<file path="src/hw/hust_regs.svh">
// Constants for the host serial and status pin block
`ifndef HUST_REGS_SVH
`define HUST_REGS_SVH
`define HUST_CLK_HZ 10000000
`define HUST_BAUD_DEFAULT 115200
`define HUST_DATA_BITS 8
`define HUST_BAUD_DIV ((`HUST_CLK_HZ + `HUST_BAUD_DEFAULT / 2) / `HUST_BAUD_DEFAULT)
`define HUST_DIV_W 16
`define HUST_FN_ATTN 0
`define HUST_FN_ROLE 1
`define HUST_FN_DRDY 2
`define HUST_FN_LINK 3
`define HUST_FN_SLEEP 4
`define HUST_FN_FACT 5
`define HUST_FN_W 6
`define HUST_FN_RESET 6'h3F
`define HUST_BOOT_WAIT 2'h2
`endif

</file>
<file path="src/hw/hust_pkg.sv">
// Types shared by the host serial and status pin block
package hust_pkg;
  typedef enum logic [1:0] {
    HUST_BOOT = 2'b00,
    HUST_RUN = 2'b01,
    HUST_FACTORY = 2'b10,
    HUST_HIBERNATE = 2'b11
  } hust_mode_t;
  typedef enum logic [1:0] {
    HUST_UIDLE = 2'b00,
    HUST_USTART = 2'b01,
    HUST_UDATA = 2'b10,
    HUST_USTOP = 2'b11
  } hust_ustate_t;
endpackage

</file>
<file path="src/hw/hust_pins.sv">
// Contract
// - Reset serial to 115200 8N1
// - Flow control off until configured
// - Drive RTS to throttle host
// - Sample CTS, hold transmit when unready
// - Store settings only if already active
// - Sleep inhibit low blocks sleep
// - Host pulls attention low: hibernate now
// - Pull attention low on buffer overflow
// - Role select low central, high peripheral
// - Pipe select low pipe, high command
// - Pipe select low overrides disabled profile
// - Data ready low until all sent
// - Link indicator low while linked
// - Pipe select low: link also needs subscription
// - Sleep state low awake, high asleep
// - Factory low at boot enters test mode
// - Factory and pipe low erase settings
// - Test mode persists until factory high
// - Special pin functions individually disableable
// - Floating pipe select: command until active
`timescale 1ns/1ps
`include "hust_regs.svh"
module hust_pins import hust_pkg::*; #(
  parameter int DATA_BITS = `HUST_DATA_BITS,
  parameter int TX_DEPTH = 16
) (
  input wire logic i_sys_clk,
  input wire logic i_rst,
  input wire logic i_ce,
  // Serial pins
  input wire logic i_rxd,
  output logic o_txd,
  output logic o_rts_n,
  input wire logic i_cts_n,
  // Status and control pins
  input wire logic i_sleep_inhibit_in_n,
  input wire logic i_hibernate_attention_io,
  output logic o_hibernate_attention_io,
  output logic o_hibernate_attention_oe_n,
  input wire logic i_role_select_in,
  input wire logic i_pipe_select_in_n,
  input wire logic i_pipe_select_float,
  output logic o_data_ready_out_n,
  output logic o_link_out_n,
  output logic o_sleep_state_out,
  input wire logic i_factory_entry_in_n,
  // Configuration from the command processor
  input wire logic i_set_serial_params_cmd,
  input wire logic [`HUST_DIV_W-1:0] i_cfg_div,
  input wire logic i_cfg_flow_en,
  input wire logic i_store_cmd,
  input wire logic i_set_pin_function_cmd,
  input wire logic [`HUST_FN_W-1:0] i_cfg_pin_fn,
  input wire logic i_pipe_profile_en,
  // Link side
  input wire logic i_link_up,
  input wire logic i_peer_subscribed,
  input wire logic i_pipe_active,
  input wire logic i_sleep_request,
  input wire logic i_host_valid,
  input wire logic [DATA_BITS-1:0] i_host_data,
  input wire logic i_rx_accept,
  // Outputs to the command processor
  output logic o_host_ready,
  output logic o_rx_valid,
  output logic [DATA_BITS-1:0] o_rx_data,
  output logic o_frame_err,
  output logic o_store_ok,
  output logic o_store_refused,
  output logic o_pipe_mode,
  output logic o_central_role,
  output logic o_pipe_start,
  output logic o_hibernate,
  output logic o_factory_mode,
  output logic o_test_mode_entered_event,
  output logic o_erase_settings,
  output logic o_overflow
);
  localparam int PW = $clog2(TX_DEPTH);
  typedef struct packed {
    logic [1:0] rxd_s;
    logic [1:0] cts_s;
    logic [1:0] slp_s;
    logic [1:0] att_s;
    logic [1:0] role_s;
    logic [1:0] pipe_s;
    logic [1:0] flt_s;
    logic [1:0] fac_s;
    hust_mode_t mode;
    logic [`HUST_DIV_W-1:0] div_ram;
    logic flow_ram;
    logic [`HUST_DIV_W-1:0] div_rom;
    logic flow_rom;
    logic [`HUST_FN_W-1:0] pin_fn;
    logic [PW:0] wp;
    logic [PW:0] rp;
    logic rx_pend;
    logic [DATA_BITS-1:0] rx_hold;
    logic float_pipe;
    logic txd;
    logic rts_n;
    logic att_oe_n;
    logic drdy_n;
    logic link_n;
    logic sleep;
    logic host_ready;
    logic store_ok;
    logic store_ref;
    logic pipe_mode;
    logic central;
    logic pipe_start;
    logic test_mode_entered_event_ev;
    logic erase;
    logic ovf;
    logic ferr;
    logic hib;
    logic fmode;
    logic [1:0] boot_cnt;
  } hust_state_t;
  hust_state_t s, next_s;
  logic [DATA_BITS-1:0] fifo [TX_DEPTH];
  logic tx_ready;
  logic tx_txd;
  logic tx_busy;
  logic rx_valid;
  logic [DATA_BITS-1:0] rx_data;
  logic rx_ferr;
  logic fifo_empty;
  logic fifo_full;
  logic fifo_pop;
  logic fifo_push;
  logic cts_hold;
  logic fn_on_att;

  function automatic logic fn_on(input logic [`HUST_FN_W-1:0] f, input int idx);
    fn_on = f[idx];
  endfunction

  assign fifo_empty = (s.wp == s.rp);
  assign fifo_full = (s.wp[PW] != s.rp[PW]) && (s.wp[PW-1:0] == s.rp[PW-1:0]);
  // Hold gates new frames only; a started frame runs to its stop bit
  assign cts_hold = s.flow_ram && s.cts_s[1];
  assign fifo_pop = !fifo_empty && tx_ready && !cts_hold && (s.mode == HUST_RUN);
  assign fifo_push = i_host_valid && !fifo_full && (s.mode == HUST_RUN);
  assign fn_on_att = fn_on(s.pin_fn, `HUST_FN_ATTN);

  hust_uart_tx #(.DATA_BITS(DATA_BITS)) u_tx (
    .i_sys_clk(i_sys_clk),
    .i_rst(i_rst),
    .i_ce(i_ce),
    .i_div(s.div_ram),
    .i_valid(fifo_pop),
    .i_data(fifo[s.rp[PW-1:0]]),
    .i_hold(cts_hold),
    .o_ready(tx_ready),
    .o_txd(tx_txd)
  );

  hust_uart_rx #(.DATA_BITS(DATA_BITS)) u_rx (
    .i_sys_clk(i_sys_clk),
    .i_rst(i_rst),
    .i_ce(i_ce),
    .i_div(s.div_ram),
    .i_rxd(s.rxd_s[1]),
    .o_valid(rx_valid),
    .o_data(rx_data),
    .o_frame_err(rx_ferr)
  );

  // Transmitter busy while its line is not idle or a byte is queued
  assign tx_busy = !tx_ready || !fifo_empty;

  always_comb begin
    next_s = s;
    next_s.rxd_s = {s.rxd_s[0], i_rxd};
    next_s.cts_s = {s.cts_s[0], i_cts_n};
    next_s.slp_s = {s.slp_s[0], i_sleep_inhibit_in_n};
    next_s.att_s = {s.att_s[0], i_hibernate_attention_io};
    next_s.role_s = {s.role_s[0], i_role_select_in};
    next_s.pipe_s = {s.pipe_s[0], i_pipe_select_in_n};
    next_s.flt_s = {s.flt_s[0], i_pipe_select_float};
    next_s.fac_s = {s.fac_s[0], i_factory_entry_in_n};
    next_s.test_mode_entered_event_ev = 1'b0;
    next_s.store_ok = 1'b0;
    next_s.store_ref = 1'b0;
    next_s.pipe_start = 1'b0;
    if (i_set_serial_params_cmd) begin
      next_s.div_ram = i_cfg_div;
      next_s.flow_ram = i_cfg_flow_en;
    end
    // Committing untried settings could lock the host out for good
    if (i_store_cmd) begin
      if (s.div_ram == i_cfg_div && s.flow_ram == i_cfg_flow_en) begin
        next_s.div_rom = s.div_ram;
        next_s.flow_rom = s.flow_ram;
        next_s.store_ok = 1'b1;
      end else begin
        next_s.store_ref = 1'b1;
      end
    end
    if (i_set_pin_function_cmd) begin
      next_s.pin_fn = i_cfg_pin_fn;
    end
    if (fifo_push) begin
      next_s.wp = s.wp + (PW + 1)'(1);
    end
    if (fifo_pop) begin
      next_s.rp = s.rp + (PW + 1)'(1);
    end
    // Receive hold register; overflow when host outruns the reader
    if (rx_valid && s.rx_pend && !i_rx_accept) begin
      next_s.ovf = 1'b1;
    end else if (i_rx_accept && !rx_valid) begin
      next_s.rx_pend = 1'b0;
    end
    if (rx_valid) begin
      next_s.rx_pend = 1'b1;
      next_s.rx_hold = rx_data;
    end
    // Frame errors stay visible until reset, like overflow
    if (rx_ferr) begin
      next_s.ferr = 1'b1;
    end
    unique case (s.mode)
      HUST_BOOT: begin
        // Straps settle through the synchronisers first
        if (s.boot_cnt != `HUST_BOOT_WAIT) begin
          next_s.boot_cnt = s.boot_cnt + 2'h1;
        end else begin
          next_s.mode = HUST_RUN;
          if (!s.fac_s[1] && fn_on(s.pin_fn, `HUST_FN_FACT)) begin
            next_s.mode = HUST_FACTORY;
            next_s.test_mode_entered_event_ev = 1'b1;
            next_s.erase = !s.pipe_s[1];
          end
        end
      end
      HUST_RUN: begin
        if (fn_on_att && !s.att_s[1] && s.att_oe_n) begin
          next_s.mode = HUST_HIBERNATE;
        end
      end
      HUST_FACTORY: begin
        if (s.fac_s[1]) begin
          next_s.mode = HUST_RUN;
        end
      end
      HUST_HIBERNATE: begin
        if (s.att_s[1]) begin
          next_s.mode = HUST_RUN;
        end
      end
    endcase
    // Mode flags come from registers so the pins never glitch on decode
    next_s.hib = (next_s.mode == HUST_HIBERNATE);
    next_s.fmode = (next_s.mode == HUST_FACTORY);
    // Floating select latches pipe mode once the pipe goes live
    if (!s.flt_s[1]) begin
      next_s.float_pipe = 1'b0;
    end else if (i_pipe_active) begin
      next_s.float_pipe = 1'b1;
    end
    next_s.pipe_mode = s.flt_s[1] ? s.float_pipe : !s.pipe_s[1];
    // Floating select starts the pipe only through an enabled profile
    if (s.flt_s[1] && i_pipe_active && !s.float_pipe && i_pipe_profile_en) begin
      next_s.pipe_start = 1'b1;
    end else if (!s.flt_s[1] && !s.pipe_s[1] && !s.pipe_mode) begin
      next_s.pipe_start = 1'b1;
    end
    next_s.central = fn_on(s.pin_fn, `HUST_FN_ROLE) ? !s.role_s[1] : 1'b0;
    next_s.txd = (s.mode == HUST_RUN) ? tx_txd : 1'b1;
    next_s.rts_n = s.flow_ram ? (fifo_full || s.rx_pend) : 1'b0;
    next_s.host_ready = !fifo_full && (s.mode == HUST_RUN);
    // Open-drain: enable low only to pull the line low
    next_s.att_oe_n = !(fn_on_att && s.ovf && s.mode == HUST_RUN);
    if (fn_on(s.pin_fn, `HUST_FN_DRDY)) begin
      next_s.drdy_n = !(s.rx_pend || tx_busy);
    end else begin
      next_s.drdy_n = 1'b1;
    end
    if (!fn_on(s.pin_fn, `HUST_FN_LINK)) begin
      next_s.link_n = 1'b1;
    end else if (s.pipe_mode && !s.pipe_s[1] && !s.flt_s[1]) begin
      next_s.link_n = !(i_link_up && i_peer_subscribed);
    end else begin
      next_s.link_n = !i_link_up;
    end
    // Hibernation reads as asleep; a queued byte keeps the core awake
    if (!fn_on(s.pin_fn, `HUST_FN_SLEEP)) begin
      next_s.sleep = 1'b0;
    end else begin
      next_s.sleep = (s.mode == HUST_HIBERNATE) || (i_sleep_request && s.slp_s[1] && !tx_busy);
    end
  end

  // Storage has no reset; the pointers alone say what is valid
  always_ff @(posedge i_sys_clk) begin
    if (i_ce && fifo_push) begin
      fifo[s.wp[PW-1:0]] <= i_host_data;
    end
  end

  always_ff @(posedge i_sys_clk or posedge i_rst) begin
    if (i_rst) begin
      s <= '{rxd_s: 2'h3, cts_s: 2'h3, slp_s: 2'h3, att_s: 2'h3, role_s: 2'h3, pipe_s: 2'h3,
             flt_s: 2'h0, fac_s: 2'h3, mode: HUST_BOOT,
             div_ram: `HUST_DIV_W'(`HUST_BAUD_DIV), flow_ram: 1'b0,
             div_rom: `HUST_DIV_W'(`HUST_BAUD_DIV), flow_rom: 1'b0,
             pin_fn: `HUST_FN_RESET, wp: '0, rp: '0, rx_pend: 1'b0, rx_hold: '0,
             float_pipe: 1'b0, txd: 1'b1, rts_n: 1'b0, att_oe_n: 1'b1, drdy_n: 1'b1,
             link_n: 1'b1, sleep: 1'b0, host_ready: 1'b0, store_ok: 1'b0, store_ref: 1'b0,
             pipe_mode: 1'b0, central: 1'b0, pipe_start: 1'b0, test_mode_entered_event_ev: 1'b0,
             erase: 1'b0, ovf: 1'b0, ferr: 1'b0, hib: 1'b0, fmode: 1'b0,
             boot_cnt: 2'h0};
    end else if (i_ce) begin
      s <= next_s;
    end
  end

  assign o_txd = s.txd;
  assign o_rts_n = s.rts_n;
  assign o_hibernate_attention_io = 1'b0;
  assign o_hibernate_attention_oe_n = s.att_oe_n;
  assign o_data_ready_out_n = s.drdy_n;
  assign o_link_out_n = s.link_n;
  assign o_sleep_state_out = s.sleep;
  assign o_host_ready = s.host_ready;
  assign o_rx_valid = s.rx_pend;
  assign o_rx_data = s.rx_hold;
  assign o_frame_err = s.ferr;
  assign o_store_ok = s.store_ok;
  assign o_store_refused = s.store_ref;
  assign o_pipe_mode = s.pipe_mode;
  assign o_central_role = s.central;
  assign o_pipe_start = s.pipe_start;
  assign o_hibernate = s.hib;
  assign o_factory_mode = s.fmode;
  assign o_test_mode_entered_event = s.test_mode_entered_event_ev;
  assign o_erase_settings = s.erase;
  assign o_overflow = s.ovf;
endmodule // hust_pins

</file>
<file path="src/hw/hust_uart_tx.sv">
// Serial transmitter, LSB first, one stop bit
`timescale 1ns/1ps
`include "hust_regs.svh"
module hust_uart_tx import hust_pkg::*; #(
  parameter int DATA_BITS = `HUST_DATA_BITS
) (
  input wire logic i_sys_clk,
  input wire logic i_rst,
  input wire logic i_ce,
  input wire logic [`HUST_DIV_W-1:0] i_div,
  input wire logic i_valid,
  input wire logic [DATA_BITS-1:0] i_data,
  input wire logic i_hold,
  output logic o_ready,
  output logic o_txd
);
  typedef struct packed {
    hust_ustate_t st;
    logic [`HUST_DIV_W-1:0] cnt;
    logic [3:0] bitn;
    logic [DATA_BITS-1:0] sh;
    logic txd;
  } hust_tx_t;
  hust_tx_t s, next_s;
  logic tick;
  assign tick = (s.cnt == i_div - `HUST_DIV_W'(1));
  assign o_ready = (s.st == HUST_UIDLE);
  assign o_txd = s.txd;
  always_comb begin
    next_s = s;
    if (s.st != HUST_UIDLE) begin
      next_s.cnt = tick ? '0 : s.cnt + `HUST_DIV_W'(1);
    end
    unique case (s.st)
      HUST_UIDLE: begin
        next_s.txd = 1'b1;
        if (i_valid && !i_hold) begin
          next_s.st = HUST_USTART;
          next_s.sh = i_data;
          next_s.cnt = '0;
          next_s.txd = 1'b0;
        end
      end
      HUST_USTART: begin
        if (tick) begin
          next_s.st = HUST_UDATA;
          next_s.bitn = '0;
          next_s.txd = s.sh[0];
        end
      end
      HUST_UDATA: begin
        if (tick) begin
          if (s.bitn == 4'(DATA_BITS - 1)) begin
            next_s.st = HUST_USTOP;
            next_s.txd = 1'b1;
          end else begin
            next_s.bitn = s.bitn + 4'h1;
            next_s.sh = s.sh >> 1;
            next_s.txd = s.sh[1];
          end
        end
      end
      HUST_USTOP: begin
        if (tick) begin
          next_s.st = HUST_UIDLE;
        end
      end
    endcase
  end
  always_ff @(posedge i_sys_clk or posedge i_rst) begin
    if (i_rst) begin
      s <= '{st: HUST_UIDLE, cnt: '0, bitn: '0, sh: '0, txd: 1'b1};
    end else if (i_ce) begin
      s <= next_s;
    end
  end
endmodule // hust_uart_tx

</file>
<file path="src/hw/hust_uart_rx.sv">
// Serial receiver with mid-bit sampling
`timescale 1ns/1ps
`include "hust_regs.svh"
module hust_uart_rx import hust_pkg::*; #(
  parameter int DATA_BITS = `HUST_DATA_BITS
) (
  input wire logic i_sys_clk,
  input wire logic i_rst,
  input wire logic i_ce,
  input wire logic [`HUST_DIV_W-1:0] i_div,
  input wire logic i_rxd,
  output logic o_valid,
  output logic [DATA_BITS-1:0] o_data,
  output logic o_frame_err
);
  typedef struct packed {
    hust_ustate_t st;
    logic [`HUST_DIV_W-1:0] cnt;
    logic [3:0] bitn;
    logic [DATA_BITS-1:0] sh;
    logic valid;
    logic ferr;
  } hust_rx_t;
  hust_rx_t s, next_s;
  logic tick;
  logic half;
  assign tick = (s.cnt == i_div - `HUST_DIV_W'(1));
  assign half = (s.cnt == (i_div >> 1));
  assign o_valid = s.valid;
  assign o_data = s.sh;
  assign o_frame_err = s.ferr;
  always_comb begin
    next_s = s;
    next_s.valid = 1'b0;
    next_s.ferr = 1'b0;
    next_s.cnt = tick ? '0 : s.cnt + `HUST_DIV_W'(1);
    unique case (s.st)
      HUST_UIDLE: begin
        next_s.cnt = '0;
        if (!i_rxd) begin
          next_s.st = HUST_USTART;
        end
      end
      HUST_USTART: begin
        if (half) begin
          next_s.cnt = '0;
          next_s.bitn = '0;
          next_s.st = i_rxd ? HUST_UIDLE : HUST_UDATA;
        end
      end
      HUST_UDATA: begin
        if (tick) begin
          next_s.sh = {i_rxd, s.sh[DATA_BITS-1:1]};
          if (s.bitn == 4'(DATA_BITS - 1)) begin
            next_s.st = HUST_USTOP;
          end else begin
            next_s.bitn = s.bitn + 4'h1;
          end
        end
      end
      HUST_USTOP: begin
        if (tick) begin
          next_s.st = HUST_UIDLE;
          next_s.valid = i_rxd;
          next_s.ferr = !i_rxd;
        end
      end
    endcase
  end
  always_ff @(posedge i_sys_clk or posedge i_rst) begin
    if (i_rst) begin
      s <= '{st: HUST_UIDLE, cnt: '0, bitn: '0, sh: '0, valid: 1'b0, ferr: 1'b0};
    end else if (i_ce) begin
      s <= next_s;
    end
  end
endmodule // hust_uart_rx

</file>
<file path="config.mk">
export PLATFORM = sky130hd
export DESIGN_NAME = hust_pins
export DESIGN_NICKNAME = d
export VERILOG_FILES = /design/src/hw/hust_pkg.sv /design/src/hw/hust_pins.sv /design/src/hw/hust_uart_tx.sv /design/src/hw/hust_uart_rx.sv
export VERILOG_INCLUDE_DIRS = /design/src /design/src/hw
export SDC_FILE = /design/constraint.sdc
export NUM_CORES = 1
export LEC_CHECK = 0
export BUFFER_PORTS_ARGS = -buffer_cell sky130_fd_sc_hd__buf_2
export CORE_MARGIN = 3
export CORE_UTILIZATION = 30
export CTS_CLUSTER_DIAMETER = 100
export DETAILED_ROUTE_END_ITERATION = 10
export PLACE_DENSITY = 0.46
export SYNTH_ARGS = -nofsm -noshare
export SYNTH_HDL_FRONTEND = slang
export SYNTH_SLANG_ARGS = --single-unit
</file>
<file path="constraint.sdc">
create_clock -name i_sys_clk -period 6.45 [get_ports i_sys_clk]
set_input_delay 0.645 -clock i_sys_clk [delete_from_list [all_inputs] [get_ports i_sys_clk]]
set_output_delay 0.645 -clock i_sys_clk [all_outputs]
set_load 0.02 [all_outputs]
</file>
==> results.json, run 1 <==
{
  "first_global_vias": 8389,
  "synth_top_cell_area_share": 0.289,
  "p_per_area_mw_per_mm2": 345,
  "cp_max_fo": 15,
  "final.setup.tns_ns": 0,
  "grt-ovfl-total": 0,
  "end_kind": "register",
  "avgSynthCellArea_sq_um": 12.9,
  "peakVddDrop_v": 0.000237,
  "row_count": 76,
  "path_cells": "or4_4 -> nor4_1 -> xnor2_1 -> xnor2_1 -> nor4b_2 -> and3_1 -> nor3b_2 -> mux2_4",
  "worstSetupStartpointType": "register",
  "ant_nets": 0,
  "cts_setup_buffers": 0,
  "r2r_slack_ns": 2.33,
  "io_buffers": 78,
  "multi_input_area_sq_mm": 0.00531,
  "cpMostUsedCell": "xnor2_1",
  "io_pins": 80,
  "detail_route.wl_per_cell_microns": 18.9,
  "die_x_microns": 216,
  "ys.flop_type": "edfxtp_1",
  "dp_hpwl_mm": 21.6,
  "fin_worst_skew_ns": 0.0409,
  "finalCritPeriodShare": 0.639,
  "n_fill_cell": 4285,
  "yosysSeqAreaShare": 0.564,
  "hold_path.class": "in2async",
  "drc_errors": 0,
  "wirelength_mm": 31.8,
  "min_period_ns": 4.12,
  "clock-root-buffer": "clkbuf_16",
  "cpPeakStageDelay_ns": 0.83,
  "path_clk_slew_ns": 0.06,
  "layout.nets": 1146,
  "area_growth_pct": 14.2,
  "finalMaxSlewViolations": 0,
  "synth_commonest_cells": "edfxtp_1 (128), dfrtp_1 (114), nand2_1 (79)",
  "vias": 8192,
  "clock-sinks": 272,
  "core_area_sq_mm": 0.0434,
  "cts.repair.resized": 0,
  "placedInstanceArea_sq_mm": 0.0141,
  "place_congestion": 0.838,
  "final_area_sq_mm": 0.0152,
  "critical_path_class": "reg2reg",
  "cts_tree": "yes",
  "maxCapViolations": 0,
  "die_h_microns": 216,
  "synth.distinct_cells": 76,
  "status": "complete, no violations",
  "antenna_found_initial": 0,
  "initial_core_util": 0.306,
  "yosys.area.top_type": "edfxtp_1",
  "cp_data_required_time_ns": 6.90,
  "drive_above_1_share": 0.269,
  "via_per_inst": 4.86,
  "syn_inst": 1028,
  "hold_buffers": 0,
  "cts_htree_levels": 1,
  "clock.fmax_mhz": 243,
  "synth_nets": 1097,
  "drtIter0Drc": 414,
  "antenna_cells": 0,
  "rsz0062_at_grt": "no",
  "regArea_sq_mm": 0.00749,
  "r2r_cells": 8,
  "track_usage": 0.137,
  "async_reset_ff_frac": 0.529,
  "grt_max_degree": 90,
  "yosysMostFrequentCell": "edfxtp_1",
  "clock_latency_ns": 0.60,
  "synth_edf_count": 128,
  "finalHoldViolations": 0,
  "synth_area_leaders": "edfxtp_1 (29%), dfrtp_1 (21%), mux4_2 (6.8%)",
  "cts_buffer_depth": 3,
  "grt_pass1_wl_mm": 50.6,
  "cp.arrival_ns": 4.57,
  "drtPass1Iterations": 5,
  "critPathSlowestCell": "nor3b_2",
  "p_leak_nw": 5.74,
  "cts_made_buffers": 30,
  "relSlewSlack": 0.303,
  "yosys_warnings": 0,
  "setup_viol": 0,
  "dieArea_sq_mm": 0.0468,
  "synthesis.area_sq_mm": 0.0133,
  "tightest_slew_ns": 1.04,
  "ys_ff_latch": 272
}
==> cell type report <==
| class | count | share of cell area |
|---|---|---|
| clock buffers | 35 | 0.0514 |
| well taps | 585 | 0.0483 |
| multi-input cells | 651 | 0.350 |
| repair buffers | 88 | 0.0307 |
| flip-flops and latches | 272 | 0.494 |
| inverters | 34 | 0.00875 |
| clock inverters | 21 | 0.0167 |
==> per-stage QoR <==
step	power, mW	utilization	setup slack, ns	cells	hold WS [ns]
3_5_place_dp	3.50	0.326	2.35	1630	0.470
2_1_floorplan	3.13	-	1.99	1028	0.449
4_1_cts	5.32	0.350	2.32	1686	0.238
5_1_grt	5.54	0.350	2.00	1686	0.262
3_3_place_gp	3.49	0.326	2.36	1630	0.467
6_report	5.23	0.350	2.33	1686	0.175
==> registers in the layout (all words and copies together) (netlist names), 8 cells and up, named ones only <==
register     cells
u_rx.o_data      8
u_rx.s          21
fifo           128
u_tx.s          30
o_rx_data        8
next_s           8
s               45
==> final timing paths <==
kind,endpoint,from
worst max-delay path,u_rx.o_data[7],s[69]
worst min-delay path,s[37],i_rst
worst max register to register,u_rx.o_data[7],s[69]
worst min register to register,o_central_role,o_central_role
max in group asynchronous,s[76],i_rst
min in group i_sys_clk,o_link_out_n,i_link_up
==> metal layers <==
metal  vias up  GRT usage  part of all wire
met5         -          0                 0
met4         0     0.0315             0.019
met3        36     0.0222             0.036
met2       114      0.227              0.49
met1      4162      0.189              0.46
li1       3880          -                 -
==> critical path, delay by kind of cell (launching register included) <==
family / cells / cell delay (ns)
AND/OR/NAND/NOR: 5 / 2.74
multiplexers: 1 / 0.36
XOR/XNOR: 2 / 0.36
flip-flops: 1 / 0.55
==> cells in the final DEF, fill, tap and decap left out, types with 4 or more instances in the layout <==
cell       instances
a211oi_1           5
a21o_1             9
a21oi_1           21
a31oi_1            6
a41oi_1            4
and3_1            11
buf_2             78
buf_4             10
bufinv_16          5
clkbuf_1           4
clkbuf_16         30
clkinv_1           5
clkinv_2          10
dfrtp_1          113
dfstp_2           30
edfxtp_1         128
ha_1              17
inv_1             32
mux2_2            51
mux2_4            15
mux2i_1           10
mux4_2            40
nand2_1           79
nand2b_1          10
nand3_1           30
nand4_1            9
nor2_1            55
nor2b_1           10
nor3_1            17
nor3b_1            4
nor4_1            10
o211ai_1           4
o21ai_0           45
o2bb2ai_1         13
o311ai_0          11
or2_2              7
or3_1             12
or4_1              7
xnor2_1           36
xor2_1            46
==> cell families (layout without fill, tap and decap cells) <==
family,after synthesis,count (layout),synth area share
AND/OR/NAND/NOR,286,286,0.115
AO/OA/AOI/OAI,146,146,0.0744
buffers and inverters,105,178,0.0364
XOR/XNOR,85,85,0.0592
multiplexers,116,116,0.136
flip-flops,272,272,0.564
adder cells (fa/ha/maj),17,17,0.0160
other,1,1,0.000282
==> power by group <==
part | leakage [nW] | internal [mW] | switching [mW]
clock network | 0.509 | 1.07 | 0.724
registers | 2.91 | 1.99 | 0.227
logic | 2.32 | 0.581 | 0.638
total | 5.74 | 3.64 | 1.59
Power figures use the tool's default switching activity.
==> run 2: changes to the inputs <==
==> constraint.sdc (replaced) <==
create_clock -name i_sys_clk -period 4.1 [get_ports i_sys_clk]
set_input_delay 0.41 -clock i_sys_clk [delete_from_list [all_inputs] [get_ports i_sys_clk]]
set_output_delay 0.41 -clock i_sys_clk [all_outputs]
set_load 0.02 [all_outputs]
==> results.json, run 2 (synthesized netlist as in run 1, its figures left out) <==
{
  "placedInstanceArea_sq_mm": 0.0142,
  "die_x_microns": 216,
  "maxCapViolations": 0,
  "rsz0062_at_grt": "no",
  "drtPass1Iterations": 4,
  "drc_errors": 0,
  "grt_pass1_wl_mm": 49.6,
  "clock-sinks": 272,
  "final_util": 0.353,
  "io_pins": 80,
  "p_seq_frac": 0.417,
  "cts_htree_levels": 2,
  "dieArea_sq_mm": 0.0468,
  "area_growth_pct": 15.2,
  "multi_input_area_sq_mm": 0.00531,
  "finalMaxSlewViolations": 0,
  "critPathLaunch": "s[64]",
  "drtIter0Drc": 423,
  "p_leak_nw": 5.81,
  "dp_hpwl_mm": 21.7,
  "peakVddDrop_v": 0.000324,
  "min_period_ns": 3.71,
  "hold_buffers": 0,
  "drive_above_1_share": 0.269,
  "antenna_cells": 0,
  "p_clk_frac": 0.348,
  "track_usage": 0.134,
  "detail_route.wl_per_cell_microns": 18.2,
  "worstSetupStartpointType": "register",
  "hold_start": "i_link_up",
  "first_global_vias": 8430,
  "cp.arrival_ns": 4.12,
  "cts_made_buffers": 34,
  "top_layer": "met4",
  "initial_core_util": 0.306,
  "swShare": 0.306,
  "power.total_mw": 8.30,
  "routed-wl-met2_mm": 14.6,
  "final_common_cell": "edfxtp_1",
  "cp_data_required_time_ns": 4.51,
  "wirelength_mm": 31.0,
  "wl_met3_mm": 1.20,
  "final_cell_mix": "edfxtp_1 (128), dfrtp_1 (113), nand2_1 (79), buf_2 (78), nor2_1 (55)",
  "fin_worst_skew_ns": 0.0241,
  "via_per_inst": 4.80,
  "finalHoldViolations": 0,
  "p_per_area_mw_per_mm2": 542,
  "comb_power_share": 0.235,
  "clock-root-buffer": "clkbuf_16",
  "finalCritPeriodShare": 0.904,
  "setup_viol": 0,
  "timing.hold.ws_ns": 0.0661,
  "io_buffers": 78,
  "wl_met1_mm": 14.6,
  "cts_tree": "yes",
  "ant_nets": 0,
  "cts_buffer_depth": 3,
  "critical_path_class": "reg2reg",
  "end_kind": "register",
  "cp_max_fo": 12,
  "layout.nets": 1160,
  "final_area_sq_mm": 0.0153,
  "path_clk_slew_ns": 0.06,
  "core_area_sq_mm": 0.0434,
  "status": "complete, no violations",
  "place_congestion": 0.797,
  "row_count": 76,
  "die_h_microns": 216,
  "p_switching_mw": 2.54,
  "n_fill_cell": 4342,
  "regArea_sq_mm": 0.00749,
  "r2r_slack_ns": 0.39,
  "cts_setup_buffers": 0,
  "cts.repair.resized": 0,
  "clock_latency_ns": 0.55,
  "vias": 8168,
  "intPower_mw": 5.76,
  "grt-ovfl-total": 0,
  "hold_path.class": "in2reg",
  "largest_reg_flops": 128,
  "relSlewSlack": 0.315,
  "antenna_found_initial": 0,
  "tightest_slew_ns": 1.03,
  "clock.fmax_mhz": 270,
  "final.setup.tns_ns": 0,
  "grt_max_degree": 46,
  "r2r-start": "s[64]"
}
run 2: cell count changes in the layout (fill, tap and decap cells not counted), sizes merged:
| cell | delta |
|---|---|
| clkinv | -10 |
| bufinv | -4 |
| clkbuf | +18 |
| buf | +10 |
| inv | +2 |
run 2: worst max-delay path, stage by stage, from the launching register on:
cell and delay [ns]:
dfstp_2 0.42, inv_1 0.07, ha_1 0.27, or4b_4 0.62
nor4_2 0.28, xnor3_1 0.19, o2111ai_1 0.11, nor4b_2 0.46
and3_1 0.41, nor3b_2 0.21, buf_4 0.23, mux2_4 0.32
run 2: worst paths after layout:
| kind | to | cells past startpoint |
|---|---|---|
| worst min register to register | o_sleep_state_out | 1 |
| worst max-delay path | u_rx.o_data[5] | 11 |
| max in group asynchronous | s[65] | 3 |
| min in group asynchronous | o_central_role | 2 |
| worst min-delay path | o_link_out_n | 2 |
| worst max register to register | u_rx.o_data[5] | 11 |
run 2: power groups by stage:
stage / sequential (mW) / clock, mW / combinational (mW)
after floorplan: 3.33 / 0 / 1.60
after global placement: 3.51 / 0 / 1.98
after detailed placement: 3.51 / 0 / 1.99
after CTS: 3.46 / 3.00 / 2.00
after global routing: 3.50 / 3.11 / 2.17
final: 3.46 / 2.89 / 1.95
run 2: per-stage QoR:
stage               std cells  worst slack [ns]
CTS                      1702             0.405
global route             1702             0.139
floorplan                1028             0.746
global placement         1640             0.512
finish                   1702             0.394
detailed placement       1640             0.435
run 2: layer usage:
metal,up-vias,GRT usage
met5,-,0
met4,0,0.0418
met3,44,0.0240
met2,130,0.217
met1,4071,0.184
li1,3923,-
run 2: layout make-up:
class / instances / share of cell area
Timing Repair Buffer: 98 / 0.0370
Multi-Input combinational cell: 651 / 0.347
Sequential cell: 272 / 0.489
Tap cell: 585 / 0.0478
Inverter: 34 / 0.00859
Clock inverter: 9 / 0.00736
Clock buffer: 53 / 0.0629
